**config.mk**
```make
export PLATFORM = sky130hd
export DESIGN_NAME = cpu_opcode_decode_tail
export DESIGN_NICKNAME = d
export VERILOG_FILES = /design/src/shared/cpu_tail_pkg.sv /design/src/shared/alu_if.sv /design/src/rtl/addr_alu.sv /design/src/rtl/cpu_opcode_decode_tail.sv
export SDC_FILE = /design/constraint.sdc
export NUM_CORES = 1
export LEC_CHECK = 0
export ABC_AREA = 1
export BUFFER_PORTS_ARGS = -buffer_cell sky130_fd_sc_hd__clkbuf_2
export CAP_MARGIN = 25
export CORE_MARGIN = 2
export CORE_UTILIZATION = 33
export CTS_CLUSTER_DIAMETER = 120
export DETAILED_ROUTE_END_ITERATION = 10
export GPL_TIMING_DRIVEN = 0
export PLACE_DENSITY = 0.63
export SYNTH_ARGS = -nofsm -noshare
export SYNTH_HDL_FRONTEND = slang
export SYNTH_SLANG_ARGS = --single-unit
export TNS_END_PERCENT = 1
```
**constraint.sdc**
```tcl
create_clock -name clk_sys -period 4.8 [get_ports clk_sys]
set_input_delay 0.24 -clock clk_sys [delete_from_list [all_inputs] [get_ports clk_sys]]
set_output_delay 0.24 -clock clk_sys [all_outputs]
set_load 0.005 [all_outputs]
```
**src/shared/cpu_tail_pkg.sv**
```systemverilog
// Opcodes, cycle counts, flag positions and reset values of the CPU tail
package cpu_tail_pkg;

  // ==========================================================================
  // Opcodes (prefix byte selects the second index register)
  localparam logic [7:0] OP_PREFIX_Y             = 8'h18;
  localparam logic [7:0] OP_SUB_DOUBLE_ACC_IMM   = 8'h83;
  localparam logic [7:0] OP_SUB_DOUBLE_ACC_DIR   = 8'h93;
  localparam logic [7:0] OP_ACC_TO_FLAGS         = 8'h06;
  localparam logic [7:0] OP_FLAGS_TO_ACC         = 8'h07;
  localparam logic [7:0] OP_COPY_FIRST_TO_SECOND = 8'h16;
  localparam logic [7:0] OP_COPY_SECOND_TO_FIRST = 8'h17;
  localparam logic [7:0] OP_TEST_INCREMENT       = 8'h00;
  localparam logic [7:0] OP_MEM_ZERO_CHECK_EXT   = 8'h7D;
  localparam logic [7:0] OP_MEM_ZERO_CHECK_IDX   = 8'h6D;
  localparam logic [7:0] OP_FIRST_ACC_ZERO_CHECK = 8'h4D;
  localparam logic [7:0] OP_SECOND_ACC_ZERO_CHK  = 8'h5D;
  localparam logic [7:0] OP_STACK_TO_INDEX       = 8'h30;
  localparam logic [7:0] OP_INDEX_TO_STACK       = 8'h35;
  localparam logic [7:0] OP_IDLE_UNTIL_IRQ       = 8'h3E;
  localparam logic [7:0] OP_SOFT_TRAP            = 8'h3F;
  localparam logic [7:0] OP_SWAP_DOUBLE_INDEX    = 8'h8F;
  localparam logic [7:0] OP_BRANCH_ALWAYS        = 8'h20;

  // ==========================================================================
  // Cycle totals from opcode fetch, without the prefix cycle
  localparam logic [3:0] CYC_SUB_IMM    = 4'h4;
  localparam logic [3:0] CYC_SUB_DIR    = 4'h5;
  localparam logic [3:0] CYC_INHERENT   = 4'h2;
  localparam logic [3:0] CYC_MEM_CHECK  = 4'h6;
  localparam logic [3:0] CYC_TRANSFER   = 4'h3;
  localparam logic [3:0] CYC_BRANCH     = 4'h3;
  localparam logic [3:0] CYC_TRAP       = 4'hE;
  // Step numbers inside the stacking sequences
  localparam logic [3:0] STEP_STACK_FIRST = 4'h2;
  localparam logic [3:0] STEP_STACK_LAST  = 4'hA;
  localparam logic [3:0] STEP_WAIT_POINT  = 4'hB;
  localparam logic [3:0] STEP_VEC_HI      = 4'hC;
  localparam logic [3:0] STEP_VEC_LO      = 4'hD;

  // ==========================================================================
  // Vectors and reset values
  localparam logic [15:0] VEC_SOFT_TRAP = 16'hFFF6;
  localparam logic [15:0] VEC_IRQ       = 16'hFFF2;
  localparam logic [15:0] RESET_PC      = 16'h0000;
  localparam logic [15:0] RESET_SP      = 16'h00FF;
  localparam logic [7:0]  RESET_FLAGS   = 8'hD0;

  // ==========================================================================
  // Condition flag bit positions
  localparam int FLAG_S = 7;
  localparam int FLAG_X = 6;
  localparam int FLAG_I = 4;
  localparam int FLAG_N = 3;
  localparam int FLAG_Z = 2;
  localparam int FLAG_V = 1;
  localparam int FLAG_C = 0;

  typedef enum logic [1:0] {
    PH_FETCH = 2'b00,
    PH_EXEC  = 2'b01,
    PH_WAIT  = 2'b10,
    PH_TEST  = 2'b11
  } phase_e;

  typedef enum logic [1:0] {
    EA_DIRECT   = 2'b00,
    EA_INDEXED  = 2'b01,
    EA_RELATIVE = 2'b10
  } ea_mode_e;

  // Total cycles of an opcode; unknown opcodes run as 2-cycle no-ops
  function automatic logic [3:0] cycleCount(input logic [7:0] op);
    unique case (op)
      OP_SUB_DOUBLE_ACC_IMM:                        return CYC_SUB_IMM;
      OP_SUB_DOUBLE_ACC_DIR:                        return CYC_SUB_DIR;
      OP_MEM_ZERO_CHECK_EXT, OP_MEM_ZERO_CHECK_IDX: return CYC_MEM_CHECK;
      OP_STACK_TO_INDEX, OP_INDEX_TO_STACK,
      OP_SWAP_DOUBLE_INDEX:                         return CYC_TRANSFER;
      OP_BRANCH_ALWAYS:                             return CYC_BRANCH;
      OP_SOFT_TRAP, OP_IDLE_UNTIL_IRQ:              return CYC_TRAP;
      default:                                      return CYC_INHERENT;
    endcase
  endfunction : cycleCount

endpackage : cpu_tail_pkg

```
**src/shared/alu_if.sv**
```systemverilog
// Address and subtract arithmetic shared between core and helper
`timescale 1ns/1ps
`default_nettype none
interface alu_if;
  import cpu_tail_pkg::*;
  ea_mode_e    eaMode;
  logic [7:0]  offByte;
  logic [15:0] baseAddr;
  logic [15:0] effAddr;
  logic [15:0] minuend;
  logic [15:0] subtrahend;
  logic [15:0] diff;
  logic [3:0]  subFlags;   // N Z V C

  modport core (output eaMode, offByte, baseAddr, minuend, subtrahend,
                input  effAddr, diff, subFlags);
  modport alu  (input  eaMode, offByte, baseAddr, minuend, subtrahend,
                output effAddr, diff, subFlags);
endinterface : alu_if
`default_nettype wire

```
**src/rtl/addr_alu.sv**
```systemverilog
// Effective address forming and 16-bit subtract for the CPU tail
`timescale 1ns/1ps
`default_nettype none
module addr_alu
  import cpu_tail_pkg::*;
(
  // Arithmetic operands and results
  alu_if.alu ifc
);

  logic [16:0] wide;

  // ==========================================================================
  // Effective address
  always_comb begin
    unique case (ifc.eaMode)
      EA_INDEXED:  ifc.effAddr = ifc.baseAddr + {8'h00, ifc.offByte};
      EA_RELATIVE: ifc.effAddr = ifc.baseAddr
                                 + {{8{ifc.offByte[7]}}, ifc.offByte};
      default:     ifc.effAddr = {8'h00, ifc.offByte};
    endcase
  end

  // ==========================================================================
  // Double accumulator minus memory word, borrow lands in bit 16
  always_comb begin
    wide = {1'b0, ifc.minuend} - {1'b0, ifc.subtrahend};
    ifc.diff = wide[15:0];
    ifc.subFlags[3] = wide[15];
    ifc.subFlags[2] = (wide[15:0] == 16'h0000);
    ifc.subFlags[1] = (ifc.minuend[15] & ~ifc.subtrahend[15] & ~wide[15])
                    | (~ifc.minuend[15] & ifc.subtrahend[15] & wide[15]);
    ifc.subFlags[0] = wide[16];
  end

endmodule : addr_alu
`default_nettype wire

```
**src/rtl/cpu_opcode_decode_tail.sv**
```systemverilog
// Sequencer and datapath for the tail of the CPU instruction set
//
// Operation
// - Double accumulator minus 16-bit word, high byte first; 83 4, 93 5
// - Opcode 06 copies first accumulator into flags in 2 cycles
// - A clear-only flag may fall to zero but never rises
// - Opcode 00 in test mode increments address forever until reset
// - Opcode 07 copies flags into first accumulator, flags unchanged
// - Memory zero check sets N Z, clears V C; 7D 6D 6, 18 6D 7
// - Opcode 4D tests first accumulator, N Z updated, V C cleared
// - Opcode 5D tests second accumulator, N Z updated, V C cleared
// - Opcode 30 loads first index with stack pointer plus one, 3 cycles
// - Prefixed 30 loads second index with stack pointer plus one
// - Opcode 35 loads stack pointer with first index minus one
// - Prefixed 35 loads stack pointer with second index minus one
// - Idle opcode 3E stacks in 12, waits n, vectors in 2
// - Direct address is the operand byte with high byte zero
// - Indexed address is index plus unsigned 8-bit offset
// - Branch target is next address plus sign-extended offset
`timescale 1ns/1ps
`default_nettype none
module cpu_opcode_decode_tail
  import cpu_tail_pkg::*;
(
  // Clock and reset
  input  wire logic        clk_sys,
  input  wire logic        reset,
  // Memory bus, one transfer per clock
  output logic [15:0]      memAddr,
  output logic [7:0]       memWrData,
  output logic             memWrite,
  input  wire logic [7:0]  memRdData,
  // Mode and interrupt
  input  wire logic        testMode,
  input  wire logic        irqReq,
  // Status
  output logic             fetchCycle,
  output logic             idling,
  output logic             testRunning,
  // Programmer-visible registers
  output logic [7:0]       accFirst,
  output logic [7:0]       accSecond,
  output logic [15:0]      indexOne,
  output logic [15:0]      indexTwo,
  output logic [15:0]      stackPtr,
  output logic [15:0]      progCount,
  output logic [7:0]       conditionFlags
);

  // ==========================================================================
  // State
  typedef struct packed {
    phase_e      phase;
    logic [7:0]  op;
    logic        pre;
    logic [3:0]  step;
    logic [7:0]  a;
    logic [7:0]  b;
    logic [7:0]  flags;
    logic [15:0] x;
    logic [15:0] y;
    logic [15:0] sp;
    logic [15:0] pc;
    logic [15:0] ea;
    logic [15:0] mem;
    logic [15:0] addr;
    logic [7:0]  dout;
    logic        we;
    logic        fetchCyc;
    logic        idle;
    logic        testRun;
  } core_s;

  core_s r_r;
  core_s r_nxt;
  alu_if ifc ();

  // ==========================================================================
  // Functions
  // N and Z from a byte, V cleared, the rest kept
  function automatic logic [7:0] nzClearV(input logic [7:0] f,
                                          input logic [7:0] v);
    logic [7:0] o;
    o = f;
    o[FLAG_N] = v[7];
    o[FLAG_Z] = (v == 8'h00);
    o[FLAG_V] = 1'b0;
    return o;
  endfunction : nzClearV

  // Zero check: as above, and carry cleared as well
  function automatic logic [7:0] zeroCheck(input logic [7:0] f,
                                           input logic [7:0] v);
    logic [7:0] o;
    o = nzClearV(f, v);
    o[FLAG_C] = 1'b0;
    return o;
  endfunction : zeroCheck

  // Byte pushed at a given stacking position, return address first
  function automatic logic [7:0] stackByte(input core_s s,
                                           input logic [3:0] idx);
    unique case (idx)
      4'h0:    return s.pc[7:0];
      4'h1:    return s.pc[15:8];
      4'h2:    return s.y[7:0];
      4'h3:    return s.y[15:8];
      4'h4:    return s.x[7:0];
      4'h5:    return s.x[15:8];
      4'h6:    return s.a;
      4'h7:    return s.b;
      default: return s.flags;
    endcase
  endfunction : stackByte

  // ==========================================================================
  // Arithmetic helper; operands from registered state and the read data only, to avoid loops
  assign ifc.eaMode   = (r_r.op == OP_BRANCH_ALWAYS)      ? EA_RELATIVE :
                        (r_r.op == OP_MEM_ZERO_CHECK_IDX) ? EA_INDEXED  :
                                                            EA_DIRECT;
  assign ifc.offByte  = (ifc.eaMode == EA_DIRECT) ? memRdData : r_r.ea[7:0];
  assign ifc.baseAddr = (ifc.eaMode == EA_RELATIVE) ? r_r.pc :
                        (r_r.pre ? r_r.y : r_r.x);
  assign ifc.minuend    = {r_r.a, r_r.b};
  assign ifc.subtrahend = r_r.mem;

  addr_alu u_alu (
    .ifc (ifc.alu)
  );

  // ==========================================================================
  // Next state: sequencing, datapath, then the bus for the next cycle
  always_comb begin
    r_nxt          = r_r;
    r_nxt.we       = 1'b0;
    r_nxt.dout     = 8'h00;
    r_nxt.fetchCyc = 1'b0;

    unique case (r_r.phase)
      // Opcode fetch; a prefix byte costs one extra cycle
      PH_FETCH: begin
        r_nxt.pc = r_r.pc + 16'h0001;
        if (memRdData == OP_PREFIX_Y && !r_r.pre) begin
          r_nxt.pre = 1'b1;
        end else begin
          r_nxt.op   = memRdData;
          r_nxt.step = 4'h1;
          if (memRdData == OP_TEST_INCREMENT && testMode) begin
            r_nxt.phase   = PH_TEST;
            r_nxt.testRun = 1'b1;
          end else if (cycleCount(memRdData) == CYC_INHERENT
                       && 1'b0) begin
            r_nxt.phase = PH_FETCH;
          end else begin
            r_nxt.phase = PH_EXEC;
          end
        end
      end

      PH_EXEC: begin
        r_nxt.step = r_r.step + 4'h1;
        // Last step of the instruction hands back to fetch
        if (r_r.step == cycleCount(r_r.op) - 4'h1) begin
          r_nxt.phase = PH_FETCH;
          r_nxt.pre   = 1'b0;
          r_nxt.step  = 4'h0;
        end
        unique case (r_r.op)
          OP_SUB_DOUBLE_ACC_IMM: begin
            if (r_r.step == 4'h1) begin
              r_nxt.mem[15:8] = memRdData;
              r_nxt.pc        = r_r.pc + 16'h0001;
            end else if (r_r.step == 4'h2) begin
              r_nxt.mem[7:0] = memRdData;
              r_nxt.pc       = r_r.pc + 16'h0001;
            end else begin
              {r_nxt.a, r_nxt.b} = ifc.diff;
              r_nxt.flags[3:0]   = ifc.subFlags;
            end
          end
          OP_SUB_DOUBLE_ACC_DIR: begin
            if (r_r.step == 4'h1) begin
              r_nxt.ea = ifc.effAddr;
              r_nxt.pc = r_r.pc + 16'h0001;
            end else if (r_r.step == 4'h2) begin
              r_nxt.mem[15:8] = memRdData;
            end else if (r_r.step == 4'h3) begin
              r_nxt.mem[7:0] = memRdData;
            end else begin
              {r_nxt.a, r_nxt.b} = ifc.diff;
              r_nxt.flags[3:0]   = ifc.subFlags;
            end
          end
          OP_ACC_TO_FLAGS: begin
            // Mask flag X may only be cleared from the accumulator
            r_nxt.flags         = r_r.a;
            r_nxt.flags[FLAG_X] = r_r.flags[FLAG_X] & r_r.a[FLAG_X];
          end
          OP_FLAGS_TO_ACC: begin
            r_nxt.a = r_r.flags;
          end
          OP_COPY_FIRST_TO_SECOND: begin
            r_nxt.b     = r_r.a;
            r_nxt.flags = nzClearV(r_r.flags, r_r.a);
          end
          OP_COPY_SECOND_TO_FIRST: begin
            r_nxt.a     = r_r.b;
            r_nxt.flags = nzClearV(r_r.flags, r_r.b);
          end
          OP_FIRST_ACC_ZERO_CHECK: begin
            r_nxt.flags = zeroCheck(r_r.flags, r_r.a);
          end
          OP_SECOND_ACC_ZERO_CHK: begin
            r_nxt.flags = zeroCheck(r_r.flags, r_r.b);
          end
          OP_MEM_ZERO_CHECK_EXT: begin
            if (r_r.step == 4'h1) begin
              r_nxt.ea[15:8] = memRdData;
              r_nxt.pc       = r_r.pc + 16'h0001;
            end else if (r_r.step == 4'h2) begin
              r_nxt.ea[7:0] = memRdData;
              r_nxt.pc      = r_r.pc + 16'h0001;
            end else if (r_r.step == 4'h3) begin
              r_nxt.mem[7:0] = memRdData;
            end else if (r_r.step == 4'h5) begin
              r_nxt.flags = zeroCheck(r_r.flags, r_r.mem[7:0]);
            end
          end
          OP_MEM_ZERO_CHECK_IDX: begin
            if (r_r.step == 4'h1) begin
              r_nxt.ea = {8'h00, memRdData};
              r_nxt.pc = r_r.pc + 16'h0001;
            end else if (r_r.step == 4'h2) begin
              r_nxt.ea = ifc.effAddr;
            end else if (r_r.step == 4'h3) begin
              r_nxt.mem[7:0] = memRdData;
            end else if (r_r.step == 4'h5) begin
              r_nxt.flags = zeroCheck(r_r.flags, r_r.mem[7:0]);
            end
          end
          OP_STACK_TO_INDEX: begin
            if (r_r.step == 4'h2) begin
              if (r_r.pre) begin
                r_nxt.y = r_r.sp + 16'h0001;
              end else begin
                r_nxt.x = r_r.sp + 16'h0001;
              end
            end
          end
          OP_INDEX_TO_STACK: begin
            if (r_r.step == 4'h2) begin
              if (r_r.pre) begin
                r_nxt.sp = r_r.y - 16'h0001;
              end else begin
                r_nxt.sp = r_r.x - 16'h0001;
              end
            end
          end
          OP_SWAP_DOUBLE_INDEX: begin
            if (r_r.step == 4'h2) begin
              if (r_r.pre) begin
                {r_nxt.a, r_nxt.b} = r_r.y;
                r_nxt.y            = {r_r.a, r_r.b};
              end else begin
                {r_nxt.a, r_nxt.b} = r_r.x;
                r_nxt.x            = {r_r.a, r_r.b};
              end
            end
          end
          OP_BRANCH_ALWAYS: begin
            if (r_r.step == 4'h1) begin
              r_nxt.ea = {8'h00, memRdData};
              r_nxt.pc = r_r.pc + 16'h0001;
            end else begin
              r_nxt.pc = ifc.effAddr;
            end
          end
          OP_SOFT_TRAP, OP_IDLE_UNTIL_IRQ: begin
            if (r_r.step >= STEP_STACK_FIRST
                && r_r.step <= STEP_STACK_LAST) begin
              r_nxt.sp = r_r.sp - 16'h0001;
            end else if (r_r.step == STEP_WAIT_POINT) begin
              r_nxt.flags[FLAG_I] = 1'b1;
              // Idle ends at once if a request is already recognised
              if (r_r.op == OP_IDLE_UNTIL_IRQ
                  && !(irqReq && !r_r.flags[FLAG_I])) begin
                r_nxt.phase         = PH_WAIT;
                r_nxt.idle          = 1'b1;
                r_nxt.flags[FLAG_I] = r_r.flags[FLAG_I];
              end
            end else if (r_r.step == STEP_VEC_HI) begin
              r_nxt.mem[15:8] = memRdData;
            end else if (r_r.step == STEP_VEC_LO) begin
              r_nxt.pc = {r_r.mem[15:8], memRdData};
            end
          end
          default: begin
            // Other opcodes idle through their cycles
          end
        endcase
      end

      // Whole idle cycles until an unmasked request arrives
      PH_WAIT: begin
        if (irqReq && !r_r.flags[FLAG_I]) begin
          r_nxt.phase         = PH_EXEC;
          r_nxt.step          = STEP_VEC_HI;
          r_nxt.idle          = 1'b0;
          r_nxt.flags[FLAG_I] = 1'b1;
        end
      end

      // No way out but reset
      PH_TEST: begin
        r_nxt.testRun = 1'b1;
      end
    endcase

    // Bus for the coming cycle; internal cycles show the program counter
    r_nxt.addr     = r_nxt.pc;
    r_nxt.fetchCyc = (r_nxt.phase == PH_FETCH);
    if (r_nxt.phase == PH_TEST) begin
      r_nxt.addr = (r_r.phase == PH_TEST) ? r_r.addr + 16'h0001
                                          : r_nxt.pc;
    end else if (r_nxt.phase == PH_EXEC) begin
      unique case (r_nxt.op)
        OP_SUB_DOUBLE_ACC_DIR: begin
          if (r_nxt.step == 4'h2) begin
            r_nxt.addr = r_nxt.ea;
          end else if (r_nxt.step == 4'h3) begin
            r_nxt.addr = r_nxt.ea + 16'h0001;
          end
        end
        OP_MEM_ZERO_CHECK_EXT, OP_MEM_ZERO_CHECK_IDX: begin
          if (r_nxt.step == 4'h3) begin
            r_nxt.addr = r_nxt.ea;
          end
        end
        OP_SOFT_TRAP, OP_IDLE_UNTIL_IRQ: begin
          if (r_nxt.step >= STEP_STACK_FIRST
              && r_nxt.step <= STEP_STACK_LAST) begin
            r_nxt.addr = r_nxt.sp;
            r_nxt.we   = 1'b1;
            r_nxt.dout = stackByte(r_nxt, r_nxt.step - STEP_STACK_FIRST);
          end else if (r_nxt.step == STEP_VEC_HI) begin
            r_nxt.addr = (r_nxt.op == OP_SOFT_TRAP) ? VEC_SOFT_TRAP
                                                    : VEC_IRQ;
          end else if (r_nxt.step == STEP_VEC_LO) begin
            r_nxt.addr = ((r_nxt.op == OP_SOFT_TRAP) ? VEC_SOFT_TRAP
                                                     : VEC_IRQ) + 16'h0001;
          end
        end
        default: begin
          r_nxt.addr = r_nxt.pc;
        end
      endcase
    end
  end

  // ==========================================================================
  // State register; reset starts an opcode fetch at the reset address
  always_ff @(posedge clk_sys or posedge reset) begin
    if (reset) begin
      r_r          <= '0;
      r_r.pc       <= RESET_PC;
      r_r.addr     <= RESET_PC;
      r_r.sp       <= RESET_SP;
      r_r.flags    <= RESET_FLAGS;
      r_r.fetchCyc <= 1'b1;
    end else begin
      r_r <= r_nxt;
    end
  end

  // ==========================================================================
  // Outputs straight from the state register
  assign memAddr        = r_r.addr;
  assign memWrData      = r_r.dout;
  assign memWrite       = r_r.we;
  assign fetchCycle     = r_r.fetchCyc;
  assign idling         = r_r.idle;
  assign testRunning    = r_r.testRun;
  assign accFirst       = r_r.a;
  assign accSecond      = r_r.b;
  assign indexOne       = r_r.x;
  assign indexTwo       = r_r.y;
  assign stackPtr       = r_r.sp;
  assign progCount      = r_r.pc;
  assign conditionFlags = r_r.flags;

endmodule : cpu_opcode_decode_tail
`default_nettype wire

```
# Word level (Yosys, flattened, before mapping)
# Cells that the tools add are included.
word_totals:
  out_inout_bits: 116
  register_bits: 163
  elab_cells: 264
  inputBits: 12
classes:
  n_bitwise: 9
  n_eq_ne: 66
  addsub: 14
  magnitude_cmp: 4
  muxes: 117
  n_reduce_logical: 34
ops:
  columns: ["op", "count"]
  rows:
  - ["$mux 16", 35]
  - ["$mux 32", 4]
  - ["$mux 8", 14]
  - ["$pmux 16 s2", 3]
  - ["$pmux 16 s5", 1]
  - ["$add 16x1->16 const B", 4]
  - ["$pmux 16 s4", 1]
  - ["$pmux 32 s2", 1]
  - ["$pmux 8 s8", 1]
  - ["$eq 8x6->1 const B", 7]
  - ["$mux 52", 1]
  - ["$eq 8x7->1 const B", 6]
  - ["$mux 4", 12]
  - ["$pmux 16 s3", 1]
  - ["$pmux 8 s3", 2]
  - ["$sub 16x1->16 const B", 3]
  - ["$pmux 8 s5", 1]
  - ["$ne 2x2->1 const B", 17]
  - ["$eq 8x8->1 const B", 4]
  - ["$logic_not 8->1", 4]
  - ["$pmux 4 s8", 1]
  - ["$pmux 8 s4", 1]
  - ["$mux 9", 3]
  - ["$mux 25", 1]
  - ["46 further kinds", 116]

# Longest topological paths before layout
logic_depth:
  depth_word: 17
  ltp_mapped: 37
  mapped_depth_nobuf: 36

# By module
# From an unflattened synthesis, not the netlist that was laid out.
hier_totals:
  hier_cells: 3104
  hier_area_um2: 18748.0
modules_own_cells:
  columns: ["mod", "instances", "area_per_inst_um2", "cells_each", "seq_area_each_um2"]
  rows:
  - ["cpu_opcode_decode_tail", 1, 16654.7, 2715, 4093.9]
  - ["addr_alu", 1, 2093.3, 389, 0.0]

# Worst setup path after synthesis
# No wires, ideal clock.
synth_timing:
  path_type: "register to register"
  from: "reg r_r[155] (netlist name)"
  to: "reg r_r, in the netlist memAddr[14]"
  path_slack_ns: 0.762
  setup_time_ns: 0.121
  n_path_buf: 3
  arrival_time_ns: 3.917
  synth_period_minus_slack_ns: 4.038
  required_ns: 4.679
  path_stages_with_launch: 32
  cell_sequence: "dfrtp_1 > nor2_1 > nand2_1 > nor2_1 > buf_2 > clkbuf_1 > clkbuf_1 > o21ai_0 > ha_1 > inv_1 > fa_1 > nand2_1 > nand3_1 > nand2_1 > nand3_1 > nand3_1 > nand2_1 > inv_1 > ha_1 > inv_1 > nor2_1 > nand2_1 > nor2_2 > nand3_2 > nor2_2 > nand2_1 > nand2_1 > nand3_1 > nand2_1 > nand2_1 > nand2_1 > nand2_1"
synth_lines:
  columns: ["element", "line_no", "rtl"]
  rows:
  - ["start: declaration", "cpu_opcode_decode_tail.sv:74", "core_s r_r;"]
  - ["start signal: assignment", "cpu_opcode_decode_tail.sv:371", "r_r <= r_nxt;"]

==> results by group <==
Floorplan
  – Die area: 54300 µm²
  – Die Span X: around 230 µm
  – Initial core utilization: 33.6%
  – Row cnt: 83
  – Die height: 233 µm
  – Core area: just over 50000 µm²
  – # IOs: 128

Routing
  – Post-DR wirelength/cell: approximately 23 µm
  – DRC Markers: 0
  – Via Count: roughly 21000
  – Routed WL: about 83000 µm
  – Detailed Route Iter0 Violations: ~3100
  – Via density: around 5.7
  – DRT Pass-1 Iters: 6
  – Antenna Nets Post-Route: 0

Synthesis
  – Post-synth top area share: 21.8%
  – Post-synth top area cell: dfrtp_1
  – Mapped Nets: approximately 2900
  – Distinct cells, synth: 64
  – Register area share after synthesis: approximately a quarter
  – Flops & latches, synth: between 150 and 200
  – Synthesized instance count: 2802
  – EDFF count, synth: 0
  – Top_reg_cell synth: dfrtp_1
  – Fraction of registers with async set or reset after synthesis: 100%
  – Syn_area_per_cell: 6.18 µm²
  – Most frequent cell after synthesis: nand2_1
  – Synth Cell Area: 17300 µm²
  – Commonest cells in the netlist: 703 x nand2_1, 354 x inv_1, 267 x nor2_1
  – Synthesis warning total: 0
  – Synth top area cells: dfrtp_1 22%, nand2_1 15%, inv_1 7.7%, o21ai_0 7.2%, nand3_1 5.9%

Placed design
  – Port bufs: 127
  – Placed Instances: roughly 3600
  – Pre-CTS WS: -1.22 ns
  – DP HPWL: approximately 66000 µm
  – GPL Wtd Cong: a little over 1
  – Post-Place Cell Area: between 15000 and 20000 µm²

Worst setup path
  – RR Endpoint: memWrData[7]
  – CP endpoint kind: flop
  – Crit Path Max Fanout: 9
  – Critical path arrival: between 5 and 6 ns
  – FF-to-FF path depth: 23
  – FF-to-FF setup slack: roughly 0.05 ns
  – Required time worst endpoint: 5.19 ns
  – Critical Setup Path Class: reg -> reg
  – Startpoint Class: flop
  – R2R Path Start: r_r[152]

GRT
  – GR Overflow Total: 0
  – Global-route wire length before repair: around 120000 µm
  – Global Route Usage Sum: between 30% and 40%
  – Vias in the first global route: roughly 19000
  – Largest net degree at the start of global routing: ~110
  – Initial antenna violation count: 0

Clock network
  – Maximum level of the CTS H-tree: 4
  – Clock buffer depth: 2
  – Cts bufs inserted: 17
  – CTS clk-pin slew, worst paths: approximately 0.080 ns
  – Root buffer cell: clkbuf_16
  – CTS tree: built
  – Clock Sinks: roughly 160
  – Worst-Skew Late Latency: ~0.50 ns

Min path
  – Min-Delay Endpoint: r_r[159]
  – Hold Path Origin: memRdData[6]
  – Hold WC Path Type: in -> reg
  – Hold path cells: 3

Layout
  – Share of cells above drive strength 1: around 17%
  – Fin nets: 3032
  – Number of diodes: 0
  – Final Instance Area: slightly below 20000 µm²
  – Final cell count without fillers: ~3700
  – Final Core Density: 38.5%
  – Area Overhead vs Synth: 14.7%

STA
  – Unrepaired setup endpoints after global routing: true
  – Worst setup margin: 0.0502 ns
  – Least-Margin Pin Slew: 1.24 ns
  – Slew Viols, Final: 0
  – Fmax: 211 MHz
  – Hold Vio Cnt, Final: 0
  – Hold slack: roughly 0.15 ns
  – Worst Clk Skew: between 0.02 and 0.025 ns
  – Setup TNS: 0 ns
  – Final setup vio count: 0
  – Relative slew slack: 16.2%
  – Fin crit period: roughly 4.7 ns
  – Fin crit share: between 90% and 100%

Run
  – Max-cap violations: 0

Power and ir drop
  – Leakage power: roughly 10 nW
  – Peak VDD IR: 295 µV
  – PwrDens: 570 nW/µm²
  – Total power: between 10 and 15 mW

Status
  – Status: complete, no violations
-- state kept, by name, indices dropped and copies added (netlist names), named ones only --
| name | cells |
|---|---|
| indexOne | 16 |
| accFirst | 8 |
| ifc.subtrahend | 8 |
| r_r | 31 |
| accSecond | 8 |
| idling | 1 |
| stackPtr | 16 |
| memAddr | 16 |
| indexTwo | 16 |
| testRunning | 1 |
| memWrite | 1 |
| conditionFlags | 8 |
| memWrData | 8 |
| fetchCycle | 1 |
| progCount | 16 |
-- cells in the final DEF, fill, tap and decap left out, types with 6 or more instances in the layout --
| cell | instances |
|---|---|
| nand3_2 | 10 |
| a22oi_1 | 9 |
| o2111ai_1 | 15 |
| o211ai_1 | 47 |
| nand2_1 | 695 |
| buf_4 | 129 |
| nor2_4 | 20 |
| inv_1 | 349 |
| nand4_1 | 42 |
| buf_6 | 9 |
| o21ai_2 | 9 |
| nand2_2 | 29 |
| ha_1 | 48 |
| nand3b_1 | 8 |
| a21oi_1 | 168 |
| nor2_1 | 254 |
| xor2_1 | 39 |
| clkbuf_16 | 17 |
| clkbuf_2 | 131 |
| nand2_4 | 11 |
| o21ai_0 | 229 |
| dfstp_2 | 12 |
| xnor2_1 | 9 |
| or2_2 | 9 |
| o22ai_1 | 25 |
| dfrtp_1 | 148 |
| buf_2 | 31 |
| nor2_2 | 22 |
| a31oi_1 | 9 |
| o21ai_1 | 28 |
| nor4_1 | 14 |
| nor3_1 | 30 |
| clkbuf_1 | 41 |
| o221ai_1 | 14 |
| inv_2 | 22 |
| a21o_1 | 6 |
| nand3_1 | 201 |
-- layer usage --
metal	GRT usage [%]	vias to the layer above	wire length, µm
met4	14.4	0	4170
met3	6.71	236	9520
met1	41.1	9785	34100
met2	45.4	1321	35500
li1	-	9499	-
met5	0	-	0
-- timing repair --
action / in CTS / in global routing
hold endpoints to repair: 49 / 0
setup buffers: 2 / 11
endpoints found under the setup margin: 36 / 24
hold buffers: 1 / 0
resized for setup: 37 / 64
pin swaps: 1 / 11
-- area by class of cell --
| type | count | area, µm² |
|---|---|---|
| flip-flops and latches | 163 | 4100 |
| well taps | 680 | 851 |
| repair buffers | 148 | 821 |
| clock buffers | 19 | 443 |
| fillers | 5672 | 31700 |
| plain buffers | 200 | 1300 |
| inverters | 376 | 1420 |
| clock inverters | 13 | 155 |
| multi-input cells | 2063 | 10800 |
-- worst max-delay path: stages, from the launching register on --
cell	delay (ns)
dfrtp_1	0.36
buf_2	0.20
o21ai_0	0.73
inv_1	0.19
o21ai_0	0.47
ha_1	0.37
nand2_1	0.14
inv_1	0.05
a21oi_1	0.22
nand2_1	0.13
nand3b_1	0.14
nand3b_1	0.11
nand3_1	0.10
nand4_1	0.08
nand2_1	0.07
inv_1	0.06
nor2_2	0.28
inv_1	0.25
nand2_1	0.12
nand2_1	0.09
nor2_1	0.15
nand3_1	0.17
nand3_1	0.11
inv_1	0.04
-- worst max path at each step --
stage,start,end,cells past startpoint
6_report,r_r[152],memWrData[7],23
5_1_grt,r_r[160],memAddr[14],34
4_1_cts,r_r[155],memAddr[15],32
3_5_place_dp,r_r[155],memAddr[14],32
3_3_place_gp,reset,memAddr[7],2
2_1_floorplan,reset,async pin,1
-- where the power goes --
group	switching, mW	internal [mW]	leakage, nW	total, mW
registers	0.803	1.85	2.04	2.65
logic	4.99	2.21	7.69	7.20
clock network	0.688	0.789	0.290	1.48
-- cells by family (layout without fill, tap and decap cells) --
kind of cell / Yosys count / count (layout) / share of synthesized area, %
buf+inv: 576 / 756 / 15.5
simple gates: 1358 / 1358 / 34.5
fa+ha+maj: 51 / 51 / 3.77
compound gates: 606 / 606 / 20.2
flops: 163 / 163 / 23.6
xor+xnor: 48 / 48 / 2.43
Note: power is estimated with default switching activity, not from simulation.
